[src/hw/pavi_pkg.sv]
// Purpose: constants shared by the interrupt-controller host sequencer
// Assumes: 25 MHz clk, APB register port, controller reached through its pins
// Notes:   How the sequencer drives initialization and acknowledge cycles is listed below
`default_nettype none

package pavi_pkg;

  // ****************************************************************
  // register map of the host sequencer (APB, one word each)
  // ****************************************************************
  localparam logic [7:0] OFS_CTRL   = 8'h00;
  localparam logic [7:0] OFS_INIT1  = 8'h04;
  localparam logic [7:0] OFS_INIT2  = 8'h08;
  localparam logic [7:0] OFS_CASC   = 8'h0C;
  localparam logic [7:0] OFS_INIT4  = 8'h10;
  localparam logic [7:0] OFS_OPCMD  = 8'h14;
  localparam logic [7:0] OFS_RESULT = 8'h18;

  // control bits (write) and status bits (read) at OFS_CTRL; address-line bit of OFS_OPCMD
  localparam int CTRL_INIT_BIT = 0;
  localparam int CTRL_ACK_BIT  = 1;
  localparam int CTRL_OPCMD_BIT = 2;
  localparam int STAT_BUSY_BIT = 0;
  localparam int STAT_DONE_BIT = 1;
  localparam int STAT_CALL_BIT = 2;
  localparam int STAT_INT_BIT  = 3;
  localparam int OPCMD_ADDR_BIT = 8;

  // ****************************************************************
  // init word field positions, reset values and the call code
  // ****************************************************************
  localparam int W1_FOURTH_BIT = 0;
  localparam int W1_SINGLE_BIT = 1;
  localparam int W1_INTVL_BIT  = 2;
  localparam int W1_LEVEL_BIT  = 3;
  localparam int W1_MARK_BIT   = 4;
  localparam int W4_FORMAT_BIT = 0;
  localparam logic [7:0] INIT1_RST = 8'h13;
  localparam logic [7:0] INIT2_RST = 8'h00;
  localparam logic [7:0] CASC_RST  = 8'h00;
  localparam logic [7:0] INIT4_RST = 8'h01;
  localparam logic [7:0] CALL_CODE = 8'hCD;

  // init step codes; step 4 is an operation command word
  localparam logic [2:0] STEP_W1   = 3'h0;
  localparam logic [2:0] STEP_W2   = 3'h1;
  localparam logic [2:0] STEP_CASC = 3'h2;
  localparam logic [2:0] STEP_W4   = 3'h3;
  localparam logic [2:0] STEP_OPCMD = 3'h4;
  localparam logic [2:0] STEP_DONE = 3'h7;

  // ****************************************************************
  // timing
  // ****************************************************************
  localparam int CLK_NS    = 40;
  localparam int STROBE_NS = 200;  // least strobe low time
  localparam int RECOV_NS  = 160;  // least high time between strobes
  localparam logic [3:0] STROBE_CYC = 4'((STROBE_NS + CLK_NS - 1) / CLK_NS);
  localparam logic [3:0] RECOV_CYC  = 4'((RECOV_NS + CLK_NS - 1) / CLK_NS);

  typedef enum logic [2:0] {
    ST_IDLE   = 3'b000,
    ST_WSETUP = 3'b001,
    ST_WLOW   = 3'b010,
    ST_WREC   = 3'b011,
    ST_ALOW   = 3'b100,
    ST_AREC   = 3'b101
  } pavi_state_e;

endpackage : pavi_pkg

`default_nettype wire

[src/hw/pavi_host_ctrl.sv]
// Purpose: host sequencer that initializes the interrupt controller and runs acknowledges
// Assumes: APB slave with zero wait states; controller wired to the pin ports
// Notes:   one job at a time; start bits written while busy are dropped
//
// The APB register port and the placing of the registers are this design's own decisions.
`default_nettype none

module pavi_host_ctrl
  import pavi_pkg::*;
(
  input  wire logic        clk,
  input  wire logic        sys_rst,
  // APB slave
  input  wire logic        psel,
  input  wire logic        penable,
  input  wire logic        pwrite,
  input  wire logic [7:0]  paddr,
  input  wire logic [31:0] pwdata,
  output logic      [31:0] prdata,
  output logic             pready,
  output logic             pslverr,
  // controller pins
  output logic             picSelN,
  output logic             picWrN,
  output logic             picRdN,
  output logic             addressLine,
  output logic      [7:0]  picDataOut,
  output logic             picDataOe,
  input  wire logic [7:0]  picDataIn,
  output logic             intrAckStrobeN,
  input  wire logic        picIntIn
);

  typedef struct packed {
    pavi_state_e st;
    logic [3:0]  cnt;
    logic [2:0]  step;
    logic [1:0]  pulse;
    logic [7:0]  init1;
    logic [7:0]  init2;
    logic [7:0]  casc;
    logic [7:0]  init4;
    logic [8:0]  opCmd;
    logic        initDone;
    logic        callOk;
    logic [7:0]  byte1;
    logic [7:0]  byte2;
    logic [7:0]  byte3;
    logic [2:0]  level;
    logic        selN;
    logic        wrN;
    logic        addr;
    logic [7:0]  dout;
    logic        oe;
    logic        ackN;
    logic [31:0] rdata;
    logic        slverr;
  } pavi_host_s;

  pavi_host_s h_q;
  pavi_host_s h_d;
  logic [8:0] pinSync;
  logic       wordFmt;
  logic [1:0] lastPulse;

  // ****************************************************************
  // helpers
  // ****************************************************************
  // next init step: cascade word only when not single, fourth only when asked
  function automatic logic [2:0] nextStep(input logic [2:0] s, input logic [7:0] w1);
    logic [2:0] n;
    n = STEP_DONE;
    unique case (s)
      STEP_W1:   n = STEP_W2;
      STEP_W2:   n = !w1[W1_SINGLE_BIT] ? STEP_CASC :
                     (w1[W1_FOURTH_BIT] ? STEP_W4 : STEP_DONE);
      STEP_CASC: n = w1[W1_FOURTH_BIT] ? STEP_W4 : STEP_DONE;
      default:   n = STEP_DONE;
    endcase
    return n;
  endfunction

  // byte placed on the data bus and address-line level for a write step
  function automatic logic [8:0] stepWord(input pavi_host_s q, input logic [2:0] s);
    logic [8:0] w;
    w = {1'b1, q.init2};
    unique case (s)
      STEP_W1:   w = {1'b0, q.init1 | (8'h01 << W1_MARK_BIT)};
      STEP_W2:   w = {1'b1, q.init2};
      STEP_CASC: w = {1'b1, q.casc};
      STEP_W4:   w = {1'b1, q.init4};
      default:   w = q.opCmd;
    endcase
    return w;
  endfunction

  // request level out of the address-carrying byte
  function automatic logic [2:0] reqLevel(input logic [7:0] b, input logic wf,
                                          input logic intvl4);
    logic [2:0] l;
    if (wf) begin
      l = b[2:0];
    end else if (intvl4) begin
      l = b[4:2];
    end else begin
      l = b[5:3];
    end
    return l;
  endfunction

  // ****************************************************************
  // pin inputs
  // ****************************************************************
  pavi_pin_sync #(
    .WIDTH (9)
  ) u_sync (
    .clk       (clk),
    .sys_rst   (sys_rst),
    .pinIn     ({picIntIn, picDataIn}),
    .pinStable (pinSync)
  );

  // without a fourth word the controller runs the byte format
  assign wordFmt   = h_q.init1[W1_FOURTH_BIT] & h_q.init4[W4_FORMAT_BIT];
  assign lastPulse = wordFmt ? 2'd1 : 2'd2;

  // ****************************************************************
  // register file and sequencer
  // ****************************************************************
  always_comb begin
    logic       wrAcc;
    logic       rdAcc;
    logic [8:0] w;
    h_d    = h_q;
    wrAcc  = psel & penable & pwrite;
    rdAcc  = psel & ~penable & ~pwrite;
    w      = stepWord(h_q, h_q.step);
    // register reads; decode in setup so read data comes from a flop
    if (rdAcc) begin
      h_d.slverr = 1'b0;
      h_d.rdata  = '0;
      unique case (paddr)
        OFS_CTRL:   h_d.rdata[3:0] = {pinSync[8], h_q.callOk, h_q.initDone,
                                      h_q.st != ST_IDLE};
        OFS_INIT1:  h_d.rdata[7:0] = h_q.init1;
        OFS_INIT2:  h_d.rdata[7:0] = h_q.init2;
        OFS_CASC:   h_d.rdata[7:0] = h_q.casc;
        OFS_INIT4:  h_d.rdata[7:0] = h_q.init4;
        OFS_OPCMD:  h_d.rdata[8:0] = h_q.opCmd;
        OFS_RESULT: h_d.rdata[26:0] = {h_q.level, h_q.byte3, h_q.byte2, h_q.byte1};
        default:    h_d.slverr = 1'b1;
      endcase
    end else if (psel & ~penable & pwrite) begin
      h_d.slverr = !(paddr inside {OFS_CTRL, OFS_INIT1, OFS_INIT2, OFS_CASC,
                                   OFS_INIT4, OFS_OPCMD});
    end
    if (wrAcc && h_q.st == ST_IDLE) begin
      unique case (paddr)
        OFS_INIT1: h_d.init1 = pwdata[7:0];
        OFS_INIT2: h_d.init2 = pwdata[7:0];
        OFS_CASC:  h_d.casc  = pwdata[7:0];
        OFS_INIT4: h_d.init4 = pwdata[7:0];
        OFS_OPCMD: h_d.opCmd = pwdata[8:0];
        OFS_CTRL: begin
          if (pwdata[CTRL_INIT_BIT]) begin
            // a new first word restarts the whole sequence
            h_d.initDone = 1'b0;
            h_d.step     = STEP_W1;
            h_d.st       = ST_WSETUP;
          end else if (pwdata[CTRL_ACK_BIT] && h_q.initDone) begin
            h_d.pulse = 2'd0;
            h_d.cnt   = STROBE_CYC;
            h_d.ackN  = 1'b0;
            h_d.st    = ST_ALOW;
          end else if (pwdata[CTRL_OPCMD_BIT] && h_q.initDone) begin
            h_d.step = STEP_OPCMD;
            h_d.st   = ST_WSETUP;
          end
        end
        default: ;
      endcase
    end
    // pin sequencing
    unique case (h_q.st)
      ST_IDLE: begin
        h_d.selN = 1'b1;
        h_d.oe   = 1'b0;
      end
      // address, data and select are driven on the same edge as the strobe falls
      ST_WSETUP: begin
        h_d.selN = 1'b0;
        h_d.addr = w[8];
        h_d.dout = w[7:0];
        h_d.oe   = 1'b1;
        h_d.wrN  = 1'b0;
        h_d.cnt  = STROBE_CYC;
        h_d.st   = ST_WLOW;
      end
      ST_WLOW: begin
        if (h_q.cnt == 4'd1) begin
          h_d.wrN = 1'b1;
          h_d.cnt = RECOV_CYC;
          h_d.st  = ST_WREC;
        end else begin
          h_d.cnt = h_q.cnt - 4'd1;
        end
      end
      // data held through the rising strobe edge, then released
      ST_WREC: begin
        h_d.selN = 1'b1;
        h_d.oe   = 1'b0;
        if (h_q.cnt == 4'd1) begin
          if (h_q.step == STEP_OPCMD || nextStep(h_q.step, h_q.init1) == STEP_DONE) begin
            h_d.initDone = h_q.initDone | (h_q.step != STEP_OPCMD);
            h_d.st       = ST_IDLE;
          end else begin
            h_d.step = nextStep(h_q.step, h_q.init1);
            h_d.st   = ST_WSETUP;
          end
        end else begin
          h_d.cnt = h_q.cnt - 4'd1;
        end
      end
      // the bus is sampled on the last low cycle of each acknowledge pulse
      ST_ALOW: begin
        if (h_q.cnt == 4'd1) begin
          h_d.ackN = 1'b1;
          h_d.cnt  = RECOV_CYC;
          h_d.st   = ST_AREC;
          unique case (h_q.pulse)
            2'd0: begin
              h_d.byte1  = wordFmt ? 8'h00 : pinSync[7:0];
              h_d.callOk = wordFmt | (pinSync[7:0] == CALL_CODE);
            end
            2'd1: begin
              h_d.byte2 = pinSync[7:0];
              h_d.level = reqLevel(pinSync[7:0], wordFmt,
                                   h_q.init1[W1_INTVL_BIT]);
            end
            default: h_d.byte3 = pinSync[7:0];
          endcase
        end else begin
          h_d.cnt = h_q.cnt - 4'd1;
        end
      end
      ST_AREC: begin
        if (h_q.cnt == 4'd1) begin
          if (h_q.pulse == lastPulse) begin
            h_d.st = ST_IDLE;
          end else begin
            h_d.pulse = h_q.pulse + 2'd1;
            h_d.ackN  = 1'b0;
            h_d.cnt   = STROBE_CYC;
            h_d.st    = ST_ALOW;
          end
        end else begin
          h_d.cnt = h_q.cnt - 4'd1;
        end
      end
      default: h_d.st = ST_IDLE;
    endcase
  end

  always_ff @(posedge clk or posedge sys_rst) begin
    if (sys_rst) begin
      h_q       <= '0;
      h_q.st    <= ST_IDLE;
      h_q.init1 <= INIT1_RST;
      h_q.init2 <= INIT2_RST;
      h_q.casc  <= CASC_RST;
      h_q.init4 <= INIT4_RST;
      h_q.selN  <= 1'b1;
      h_q.wrN   <= 1'b1;
      h_q.ackN  <= 1'b1;
    end else begin
      h_q <= h_d;
    end
  end

  // ****************************************************************
  // outputs
  // ****************************************************************
  // status reads are not issued; the read strobe stays inactive
  assign picRdN         = 1'b1;
  assign picSelN        = h_q.selN;
  assign picWrN         = h_q.wrN;
  assign addressLine    = h_q.addr;
  assign picDataOut     = h_q.dout;
  assign picDataOe      = h_q.oe;
  assign intrAckStrobeN = h_q.ackN;
  assign prdata         = h_q.rdata;
  assign pslverr        = h_q.slverr;
  assign pready         = 1'b1;

endmodule // pavi_host_ctrl

`default_nettype wire

[src/hw/pavi_pin_sync.sv]
// Purpose: three-stage sampler for pins arriving from the controller
// Assumes: inputs asynchronous to clk
// Notes:   output moves only when stages two and three agree
`default_nettype none

module pavi_pin_sync #(
  parameter int WIDTH = 9
) (
  input  wire logic             clk,
  input  wire logic             sys_rst,
  input  wire logic [WIDTH-1:0] pinIn,
  output logic      [WIDTH-1:0] pinStable
);

  typedef struct packed {
    logic [WIDTH-1:0] s1;
    logic [WIDTH-1:0] s2;
    logic [WIDTH-1:0] s3;
    logic [WIDTH-1:0] stable;
  } pavi_sync_s;

  pavi_sync_s sync_q;
  pavi_sync_s sync_d;

  // ****************************************************************
  // sampler
  // ****************************************************************
  // s1 feeds only s2, so metastability never reaches the compare
  always_comb begin
    sync_d    = sync_q;
    sync_d.s1 = pinIn;
    sync_d.s2 = sync_q.s1;
    sync_d.s3 = sync_q.s2;
    for (int i = 0; i < WIDTH; i++) begin
      if (sync_q.s2[i] == sync_q.s3[i]) begin
        sync_d.stable[i] = sync_q.s3[i];
      end
    end
  end

  always_ff @(posedge clk or posedge sys_rst) begin
    if (sys_rst) begin
      sync_q <= '0;
    end else begin
      sync_q <= sync_d;
    end
  end

  assign pinStable = sync_q.stable;

endmodule // pavi_pin_sync

`default_nettype wire

[config.mk]
export PLATFORM = sky130hd
export DESIGN_NAME = pavi_host_ctrl
export DESIGN_NICKNAME = d
export VERILOG_FILES = /design/src/hw/pavi_pkg.sv /design/src/hw/pavi_host_ctrl.sv /design/src/hw/pavi_pin_sync.sv
export SDC_FILE = /design/constraint.sdc
export NUM_CORES = 1
export LEC_CHECK = 0
export BUFFER_PORTS_ARGS = -buffer_cell sky130_fd_sc_hd__buf_2
export CORE_MARGIN = 5
export CORE_UTILIZATION = 57
export CTS_CLUSTER_DIAMETER = 80
export DETAILED_ROUTE_END_ITERATION = 16
export PLACE_DENSITY = 0.89
export SLEW_MARGIN = 20
export SYNTH_ARGS = -nofsm -noshare
export SYNTH_HDL_FRONTEND = slang
export SYNTH_SLANG_ARGS = --single-unit
[constraint.sdc]
create_clock -name clk -period 7.45 [get_ports clk]
set_clock_uncertainty 0.1 [all_clocks]
set_input_delay 1.49 -clock clk [delete_from_list [all_inputs] [get_ports clk]]
set_output_delay 1.49 -clock clk [all_outputs]
set_load 0.01 [all_outputs]
* Word-level counts from Yosys, hierarchy flattened
Cells that the tools add are included.
** Storage, ports and cells
- Logic and storage cells :: 175
- Output and inout bits :: 48
- Bits in registers :: 159
- Input bits :: 54
** Operators by class
- Multiplexer cells :: 69
- $add $sub $neg :: 2
- Reduce and logical (&&, ||, !) cells :: 27
- Bitwise gates (word level) :: 11
- Eq/ne operators :: 31
** Operators with widths (count)
- 2-to-1 mux 3 bit :: 20
- 2-to-1 mux 54 bit :: 1
- 2-to-1 mux 8 bit :: 5
- case mux 9 bit (4 select lines) :: 1
- case mux 4 bit (7 select lines) :: 1
- == test 8 x 5 -> 1 bit (second input constant) :: 3
- 2-to-1 mux 4 bit :: 6
- case mux 4 bit (6 select lines) :: 1
- 2-to-1 mux 18 bit :: 1
- case mux 3 bit (6 select lines) :: 1
- 2-to-1 mux 1 bit :: 17
- == test 8 x 4 -> 1 bit (second input constant) :: 2
- case mux 4 bit (4 select lines) :: 1
- == test 3 x 2 -> 1 bit (second input constant) :: 4
- == test 3 bit (second input constant) :: 4
- 2-to-1 mux 12 bit :: 1
- 2-to-1 mux 2 bit :: 6
- AND reduction 2 bit :: 6
- case mux 1 bit (2 select lines) :: 5
- == test 1 bit :: 9
- 2-to-1 mux 9 bit :: 1
- case mux 3 bit (3 select lines) :: 1
- AND reduction 3 bit :: 3
- == test 8 x 3 -> 1 bit (second input constant) :: 1
- other kinds (23) :: 39

* Longest topological paths before layout
Gate-level depths: netlist (run 1).
- Depth in word-level cells :: 10
- Mapped depth :: 7

* Modules after synthesis
From an unflattened synthesis (run 1), not the netlist that was laid out.
** Second synthesis, totals
- Cell total of the unflattened synthesis :: 608
- Area, all modules :: 7354.6 um^2
** Modules (own cells, without submodules)
- pavi_host_ctrl :: area an instance 6281.0 um^2, cells each 553, instances 1
- pavi_pin_sync :: area an instance 1073.5 um^2, cells each 55, instances 1

* Worst setup path after synthesis (run 1)
No wires, ideal clock.
- Kind :: input to register
- Start :: input paddr[4]
- End :: register h_q[116] in the netlist's numbering
- Path slack :: 4.229 ns
- Path buffers :: 2
- Arrival time :: 2.996 ns
- Cell stages on the path :: 6
- Path through :: buf_6 > or4_1 > buf_2 > nor4_4 > a21oi_1 > mux2_2
** RTL lines
- start, declared :: line pavi_host_ctrl.sv:17 : input wire logic [7:0] paddr,
- end, declared :: line pavi_host_ctrl.sv:60 : pavi_host_s h_q;

* Worst setup path after layout (run 1)
- Start :: input paddr[2]
- End :: register h_q[83] in the netlist's numbering
** On the way
- Cells in the longest elaborated chain, start to end :: 2
** RTL lines
- == test 8 x 5 -> 1 bit :: line pavi_host_ctrl.sv:158 : unique case (paddr)
- AND reduction 2 bit (no source line)
No other way between the ends.
A chain may end at the register's enable or synchronous reset.

==> results.txt, run 1 <==
Max Cap Viol - 0
initial antenna violation count - 0
hold_buf cts - 0
FP Rows - 41
status - complete, no violations
Post-synth EDFFs - 0
Final period util - 0.490
main combinational cell family by area after synthesis - multiplexers
PostCTS Resize Cnt - 0
Max IR drop VDD - 0.125 mV
Max-Slew Margin vs Limit - 0.391
Worst Setup End Kind - flip-flop
Avg Inst Size Synth - 12.1 um^2
final instance area - 0.00809 mm^2
chip width - 123 um
Ports - 102
DP Area - 0.00749 mm^2
post-synthesis xor/xnor area fraction - 0.00120
vias in the first global route - 5204
top post-synthesis cells by area - dfrtp_1 52%, mux2_2 9.7%, buf_4 4.3%
Adder-Cell Fraction of Synth Area - 0.0192
CTS Sinks - 159
Slew Limit Fails - 0
DR WL/cell - 21.1 um
CP Cell Sequence - buf_2 -> nor2b_1 -> nand2_1 -> nor3_4 -> mux2_2
DRT Wirelength - 17.2 mm
DP Wirelength - 10.8 mm
gr usage total - 0.239
via count - 5082
Post-layout nets - 686
Hold WS - 0.247 ns
Setup Viol. Count Final - 0
post-synthesis cell area - 0.00732 mm^2
cell family with the largest share of critical-path delay - simple AND/OR/NAND/NOR gates
Synth Area in Compound Gates - 0.122
Worst-Margin Slew - 0.913 ns
post-synthesis sequential area ratio - 0.545
Layout Cells excl Fill - 814
Num CTS Buffers - 17
FF+latch count, synth - 159
CTS Root Cell - clkbuf_16
Critical Path RT - 7.67 ns
final core utilization - 0.641
Longest Clk Path Bufs - 2
Async SR Flop Fraction - 1.00
first-pass GRT wire length - 27.2 mm
Placer Congestion - 0.873
Die Y - 123 um
DRT antenna net count - 0
worst-path fanout max - 20
top_reg_cell synth - dfrtp_1
P&R area growth vs syn - 10.6%
core area - 0.0126 mm^2
CP Data Arrival Time - 3.86 ns
largest net degree at the start of global routing - 105
CP max-delay cell - nor2b_1
yosys warns - 0
vias per std cell - 6.24
Setup TNS - 0 ns
Hold Crit Class - reg2reg
power density over the cells - 270 mW/mm^2
cells after synthesis - 604
simple-gate share of the synthesized area - 0.0987
Yosys top cell area share - 0.520
post-synthesis mux area share - 0.143
fmax - 274 MHz
Initial DRC Count - 706
clock slew at reported path FFs - 0.06 ns
drc violations - 0
count of cell types in the netlist - 68
IO Port Bufs - 71
share of cells above drive strength 1 - 0.317
Yosys top cell by area - dfrtp_1
most common cell after layout, fill and taps aside - dfrtp_1
RSZ-0062 raised after global routing - false
Skew-Pair Late Insertion Delay - 0.44 ns
CTS tree - built
Placed Cells incl. Taps - 781
Tmin final - 3.65 ns
postcts setup bufs - 0
die area - 0.0152 mm^2
commonest cells after routing, fill and taps aside - 152 x dfrtp_1, 71 x buf_2, 63 x mux2_2
max incr delay on CP - 0.78 ns
GRT overflow - 0
Starting Density - 0.580
total iterations of the first detailed-routing run - 6
Crit Path Class - in2reg
CP Buf/Inv Count - 1
Pleak - 0.00385 uW
H-tree depth - 4
Worst Setup Start Kind - primary input
final hold vios - 0
layer usage:
layer / part of all wire / track usage / vias up
li1: - / - / 2199
met1: 0.38 / 0.302 / 2530
met2: 0.49 / 0.372 / 285
met3: 0.081 / 0.0654 / 68
met4: 0.044 / 0.135 / 0
met5: 0 / 0 / -
area by class of cell:
type                            instances  area [um^2]
Timing Repair Buffer                   75          385
Multi-Input combinational cell        363         2850
Antenna cell                            1         2.50
Clock buffer                           21          470
Inverter                               12         50.0
Clock inverter                         11          129
Tap cell                              172          215
Fill cell                             901         4530
Sequential cell                       159         3990
metrics by stage:
stage | power, uW | setup WS [ns]
global placement | 1280 | 3.58
global route | 2270 | 3.71
detailed placement | 1310 | 3.49
floorplan | 1240 | 1.58
CTS | 2180 | 3.83
finish | 2180 | 3.80
registers in the layout, indices dropped and copies added, names as in the netlist, 8 cells and up:
register          count
prdata               27
u_sync.sync_d        18
u_sync.pinStable      9
h_q                  82
u_sync.sync_q         9
picDataOut            8
power breakdown:
| part | total [uW] | switching, uW | internal (uW) |
|---|---|---|---|
| Combinational | 304 | 177 | 127 |
| Sequential | 999 | 69.0 | 930 |
| Clock | 881 | 358 | 523 |
| Total | 2180 | 604 | 1580 |
logic make-up after synthesis:
kind of cell / after synthesis
DFF: 159
AOI/OAI and AO/OA: 128
and+or+nand+nor: 127
muxes: 87
buffers and inverters: 87
adders and majority gates: 13
other: 2
xor gates and xnor gates: 1
worst reg2reg max path: cells and delay by family, from the launching register on:
family | cells | cell delay, ns
flip-flops | 1 | 0.58
multiplexers | 1 | 0.41
AND/OR/NAND/NOR | 3 | 1.43
final timing paths:
check | cells past startpoint | endpoint | slack [ns] | startpoint
max | 5 | h_q[83] | 3.80 | paddr[2]
min | 0 | u_sync.sync_d[15] | 0.25 | u_sync.sync_d[24]
max reg2reg | 4 | h_q[83] | 4.81 | h_q[126]
min reg2reg | 0 | u_sync.sync_d[15] | 0.25 | u_sync.sync_d[24]
max in group asynchronous | 3 | h_q[93] | 4.82 | sys_rst
min in group asynchronous | 2 | u_sync.sync_d[24] | 1.16 | sys_rst
cell usage after synthesis (all sizes together), types with 3 or more instances:
library cell,instances
dfrtp,152
a22o,23
nand3,6
a21o,4
o221ai,3
nor3,11
o211ai,3
nor2b,8
nor2,25
ha,4
a21oi,27
mux4,8
nand2b,3
mux2i,16
o21ai,25
a221oi,6
o41ai,3
nand4,3
clkbuf,25
a22oi,3
dfstp,7
nand2,45
nor4b,3
a211oi,6
buf,50
a31o,4
nor3b,4
inv,12
maj3,9
mux2,63
o22ai,4
Power figures use the tool's default switching activity.
==> inputs of run 2 (changes only) <==
CORE_UTILIZATION = 52   (was 57)
PLACE_DENSITY = 0.86   (was 0.89)
clock period = 3.05 ns   (was 7.45 ns; I/O delays follow)
==> results.txt, run 2 (synthesized netlist as in run 1, its figures left out) <==
status - complete, no violations
Num CTS Buffers - 17
Tmin final - 2.43 ns
gr usage total - 0.215
max reg flops - 82
DP Wirelength - 11.7 mm
Setup Viol. Count Final - 0
RR Startpoint - h_q[121]
Layout Cells excl Fill - 838
power density over the cells - 651 mW/mm^2
DRT antenna net count - 0
CP Data Arrival Time - 2.64 ns
met3 Use GR - 0.0702
Starting Density - 0.529
met1 Use GR - 0.278
hold_sp - picDataIn[3]
Tot Pwr - 5360 uW
hold_buf cts - 0
Clock Power Share - 0.401
Comb power frac - 0.149
Worst-Margin Slew - 0.787 ns
via count - 5052
initial antenna violation count - 0
GRT overflow - 0
Crit Path Class - reg2reg
Most flops, register - h_q
Initial DRC Count - 595
Hold Crit Class - in2reg
die area - 0.0165 mm^2
Ports - 102
Worst Setup End Kind - flip-flop
Placer Congestion - 0.903
Pleak - 0.00393 uW
P&R area growth vs syn - 12.6%
R2R cell count - 5
CTS Sinks - 159
CTS Root Cell - clkbuf_16
core area - 0.0138 mm^2
Final period util - 0.797
RSZ-0062 raised after global routing - false
PostCTS Resize Cnt - 0
Pint - 3940 uW
Sw Pwr - 1420 uW
Skew-Pair Late Insertion Delay - 0.43 ns
fmax - 411 MHz
Sequential Power Share - 0.450
clock slew at reported path FFs - 0.06 ns
drc violations - 0
FP Rows - 43
Worst Setup Start Kind - flip-flop
Die Y - 129 um
Critical Path RT - 3.26 ns
worst-path fanout max - 8
GRT Max-Usage Layer - met2
IO Port Bufs - 71
Post-layout nets - 703
Max Cap Viol - 0
met2 usage - 0.338
Placed Cells incl. Taps - 806
FF-to-FF setup slack - 0.62 ns
Slew Limit Fails - 0
total iterations of the first detailed-routing run - 5
share of cells above drive strength 1 - 0.331
commonest cells after routing, fill and taps aside - 152 x dfrtp_1, 71 x buf_2, 63 x mux2_2
H-tree depth - 4
Max IR drop VDD - 0.382 mV
Sw Ratio - 0.266
Longest Clk Path Bufs - 2
postcts setup bufs - 0
Max-Slew Margin vs Limit - 0.462
vias in the first global route - 5244
worst r2r dst - h_q[55]
Setup TNS - 0 ns
largest net degree at the start of global routing - 56
DR WL/cell - 20.1 um
Worst Hold End - u_sync.sync_d[21]
final hold vios - 0
DRT Wirelength - 16.8 mm
ANT cells - 0
CTS tree - built
first-pass GRT wire length - 27.4 mm
most common cell after layout, fill and taps aside - dfrtp_1
vias per std cell - 6.03
Hold Path Depth - 1
chip width - 129 um
==> run 2: changes by cell type in the layout (fill, tap and decap cells not counted) <==
cell / delta
buf_4: +16
diode_2: -1
clkbuf_1: +2
clkinvlp_4: +2
clkbuf_8: -1
buf_12: +1
bufinv_16: +1
clkinv_4: -1
inv_6: -4
clkinv_2: +1
==> run 2: final cells by class <==
cell class                      count  area (um^2)
Fill cell                        1018         5590
Sequential cell                   159         3990
Multi-Input combinational cell    363         2850
Timing Repair Buffer               92          526
Clock buffer                       22          464
Tap cell                          180          225
Clock inverter                     10          136
Inverter                           12         48.8
==> run 2: power groups by stage <==
stage,Clock (uW),Sequential (uW),Combinational (uW)
final,2150,2410,796
after detailed placement,0,2440,788
after CTS,2170,2410,793
after floorplan,0,2400,637
after global routing,2280,2430,881
after global placement,0,2430,746
==> run 2: worst max-delay path by stage <==
stage | to | startpoint | cells past startpoint | slack (ns)
2_1_floorplan | addressLine | sys_rst | 1 | 0.33
3_3_place_gp | h_q[96] | paddr[4] | 5 | 0.42
3_5_place_dp | h_q[96] | paddr[5] | 5 | 0.39
4_1_cts | h_q[78] | h_q[127] | 4 | 0.62
5_1_grt | h_q[52] | h_q[121] | 5 | 0.51
6_report | h_q[55] | h_q[121] | 5 | 0.62
==> run 2: critical path: stages, from the launching register on <==
cell	delay [ns]
dfrtp_1	0.47
ha_1	0.28
or3b_2	0.51
nor3_1	0.28
nand2_1	0.31
mux2_2	0.37
==> run 2: per-stage QoR <==
step	hold slack [ns]	instance area, um^2	utilization	setup slack, ns
floorplan	0.231	7340	-	0.331
global placement	0.232	7640	0.552	0.420
detailed placement	0.236	7640	0.552	0.390
CTS	0.171	8240	0.596	0.616
global route	0.164	8240	0.596	0.513
finish	0.187	8240	0.596	0.618
==> run 2: routing by layer <==
| metal | vias up | wire [um] |
|---|---|---|
| met5 | - | 0 |
| met4 | 0 | 430 |
| met3 | 32 | 1250 |
| met2 | 237 | 8230 |
| met1 | 2546 | 6900 |
| li1 | 2237 | - |
==> inputs of run 3 (changes only) <==
ABC_AREA = 1   (was not set)
CORE_UTILIZATION = 58   (was 52)
PLACE_DENSITY = 0.9   (was 0.86)
clock period = 2.48 ns   (was 3.05 ns; I/O delays follow)
==> results.txt, run 3 <==
Post-layout nets - 931
Ports - 102
Max IR drop VDD - 0.429 mV
DRT Wirelength - 17.3 mm
count of cell types in the netlist - 39
Post-synth EDFFs - 0
Yosys top cell by area - dfrtp_1
CP Data Arrival Time - 2.25 ns
ANT cells - 0
yosys warns - 0
CTS Root Cell - clkbuf_16
post-synthesis sequential area ratio - 0.534
Async SR Flop Fraction - 1.00
hold_buf cts - 0
Worst-Margin Slew - 0.643 ns
Placer Congestion - 0.904
Skew-Pair Late Insertion Delay - 0.43 ns
vias in the first global route - 5845
die area - 0.0153 mm^2
Most flops, register - h_q
Layout Cells excl Fill - 1055
Worst Setup End Kind - flip-flop
Setup Viol. Count Final - 0
top post-synthesis cells by area - dfrtp_1 51%, nand2_1 9.4%, nand3_1 5.8%
postcts setup bufs - 0
Die Y - 123 um
DR WL/cell - 16.4 um
most common cell after layout, fill and taps aside - nand2_1
Placed Cells incl. Taps - 1026
Crit Path Class - reg2reg
multi-input logic area - 0.00270 mm^2
via count - 5876
Yosys top cell area share - 0.509
R2R cell count - 9
share of cells above drive strength 1 - 0.189
Avg Inst Size Synth - 9.01 um^2
largest net degree at the start of global routing - 54
Slew Limit Fails - 0
PostCTS Resize Cnt - 0
GRT overflow - 0
CTS tree - built
cells after synthesis - 829
IO Port Bufs - 71
total iterations of the first detailed-routing run - 6
Hold Crit Class - in2async
Pleak - 0.00411 uW
Adder-Cell Fraction of Synth Area - 0.0188
Filler cells - 1019
RSZ-0062 raised after global routing - false
Starting Density - 0.592
final hold vios - 0
Tmin final - 2.04 ns
post-synthesis cell area - 0.00747 mm^2
Register Area - 0.00399 mm^2
first-pass GRT wire length - 28.5 mm
main combinational cell family by area after synthesis - simple AND/OR/NAND/NOR gates
core area - 0.0126 mm^2
initial antenna violation count - 0
Max-Slew Margin vs Limit - 0.570
status - complete, no violations
power density over the cells - 898 mW/mm^2
Longest Clk Path Bufs - 2
fmax - 491 MHz
worst-path fanout max - 14
Max Cap Viol - 0
most common cell in the netlist - nand2_1
max reg flops - 82
Worst Setup Start Kind - flip-flop
chip width - 123 um
DRT antenna net count - 0
commonest cells after routing, fill and taps aside - 188 x nand2_1, 152 x dfrtp_1, 87 x nand3_1
Hold WS - 0.0514 ns
P&R area growth vs syn - 11.3%
Synth top cells by count - 188 x nand2_1, 152 x dfrtp_1, 87 x nand3_1
Synth Area in Compound Gates - 0.113
post-synthesis xor/xnor area fraction - 0.00117
post-synthesis mux area share - 0
H-tree depth - 4
FP Rows - 41
Num CTS Buffers - 17
clock slew at reported path FFs - 0.06 ns
FF+latch count, synth - 159
DP Wirelength - 12.3 mm
Final period util - 0.821
top_reg_cell synth - dfrtp_1
CTS Sinks - 159
simple-gate share of the synthesized area - 0.225
Initial DRC Count - 528
vias per std cell - 5.57
Critical Path RT - 2.70 ns
drc violations - 0
gr usage total - 0.243
==> run 3: changes by cell type in the layout (fill, tap and decap cells not counted), moves of 26 or more <==
cell     change
inv_1       +56
mux2_2      -63
nand2_1    +143
nand3_1     +82
nor2_1      +32
o21ai_0     +26
o21ai_1     +29
==> run 3: final timing paths <==
kind / endpoint / slack [ns] / from
worst min register to register: u_sync.sync_d[13] / 0.25 / u_sync.sync_d[22]
min in group clk: u_sync.sync_d[22] / 0.07 / picDataIn[4]
worst min-delay path: u_sync.pinStable[5] / 0.05 / sys_rst
max in group asynchronous: picDataOut[5] / 1.53 / sys_rst
worst max register to register: h_q[71] / 0.44 / h_q[122]
worst max-delay path: h_q[71] / 0.44 / h_q[122]
==> run 3: where the power goes <==
part           internal, uW  leakage [uW]  switching (uW)  total (uW)
Sequential             3050       0.00199             280        3330
Clock                  1690      0.000291            1020        2710
Combinational           521       0.00182             899        1420
==> run 3: critical path, stage by stage, from the launching register on <==
cell and delay [ns]:
dfrtp_1 0.38, inv_1 0.10, ha_1 0.20, nand3_4 0.15, inv_2 0.19, nand3_1 0.16, nor2_4 0.31, inv_1 0.17
nand2_1 0.11, nand2_1 0.06
==> run 3: kinds of logic (layout without fill, tap and decap cells) <==
kind of cell               Yosys count  after routing
AOI/OAI and AO/OA                  140            140
xor gates and xnor gates             1              1
adders and majority gates           13             13
buffers and inverters              144            193
DFF                                159            159
other                                2              7
and+or+nand+nor                    370            370
==> run 3: stage by stage <==
step / instance area, um^2 / setup slack, ns / TNS, ns / utilization / power [uW]
floorplan: 7490 / -0.125 / -19.02 / - / 4440
global placement: 7710 / 0.495 / 0 / 0.611 / 4700
detailed placement: 7710 / 0.444 / 0 / 0.611 / 4780
CTS: 8310 / 0.461 / 0 / 0.659 / 7480
global route: 8310 / 0.310 / 0 / 0.659 / 7860
finish: 8310 / 0.444 / 0 / 0.659 / 7470
==> run 3: per-layer routing <==
metal | routed length (um) | up-vias | share of wire | track usage
met2 | 8360 | 271 | 0.48 | 0.386
met1 | 7260 | 2803 | 0.42 | 0.319
met5 | 0 | - | 0 | 0
met4 | 475 | 0 | 0.027 | 0.113
li1 | - | 2759 | - | -
met3 | 1210 | 43 | 0.070 | 0.0535
==> run 3: layout make-up <==
cell class,instances,share of cell area
timing repair buffer,90,0.0629
sequential,159,0.480
multi-input combinational,531,0.325
clock buffer,19,0.0533
clock inverter,10,0.0196
inverter,74,0.0339
tap,172,0.0259
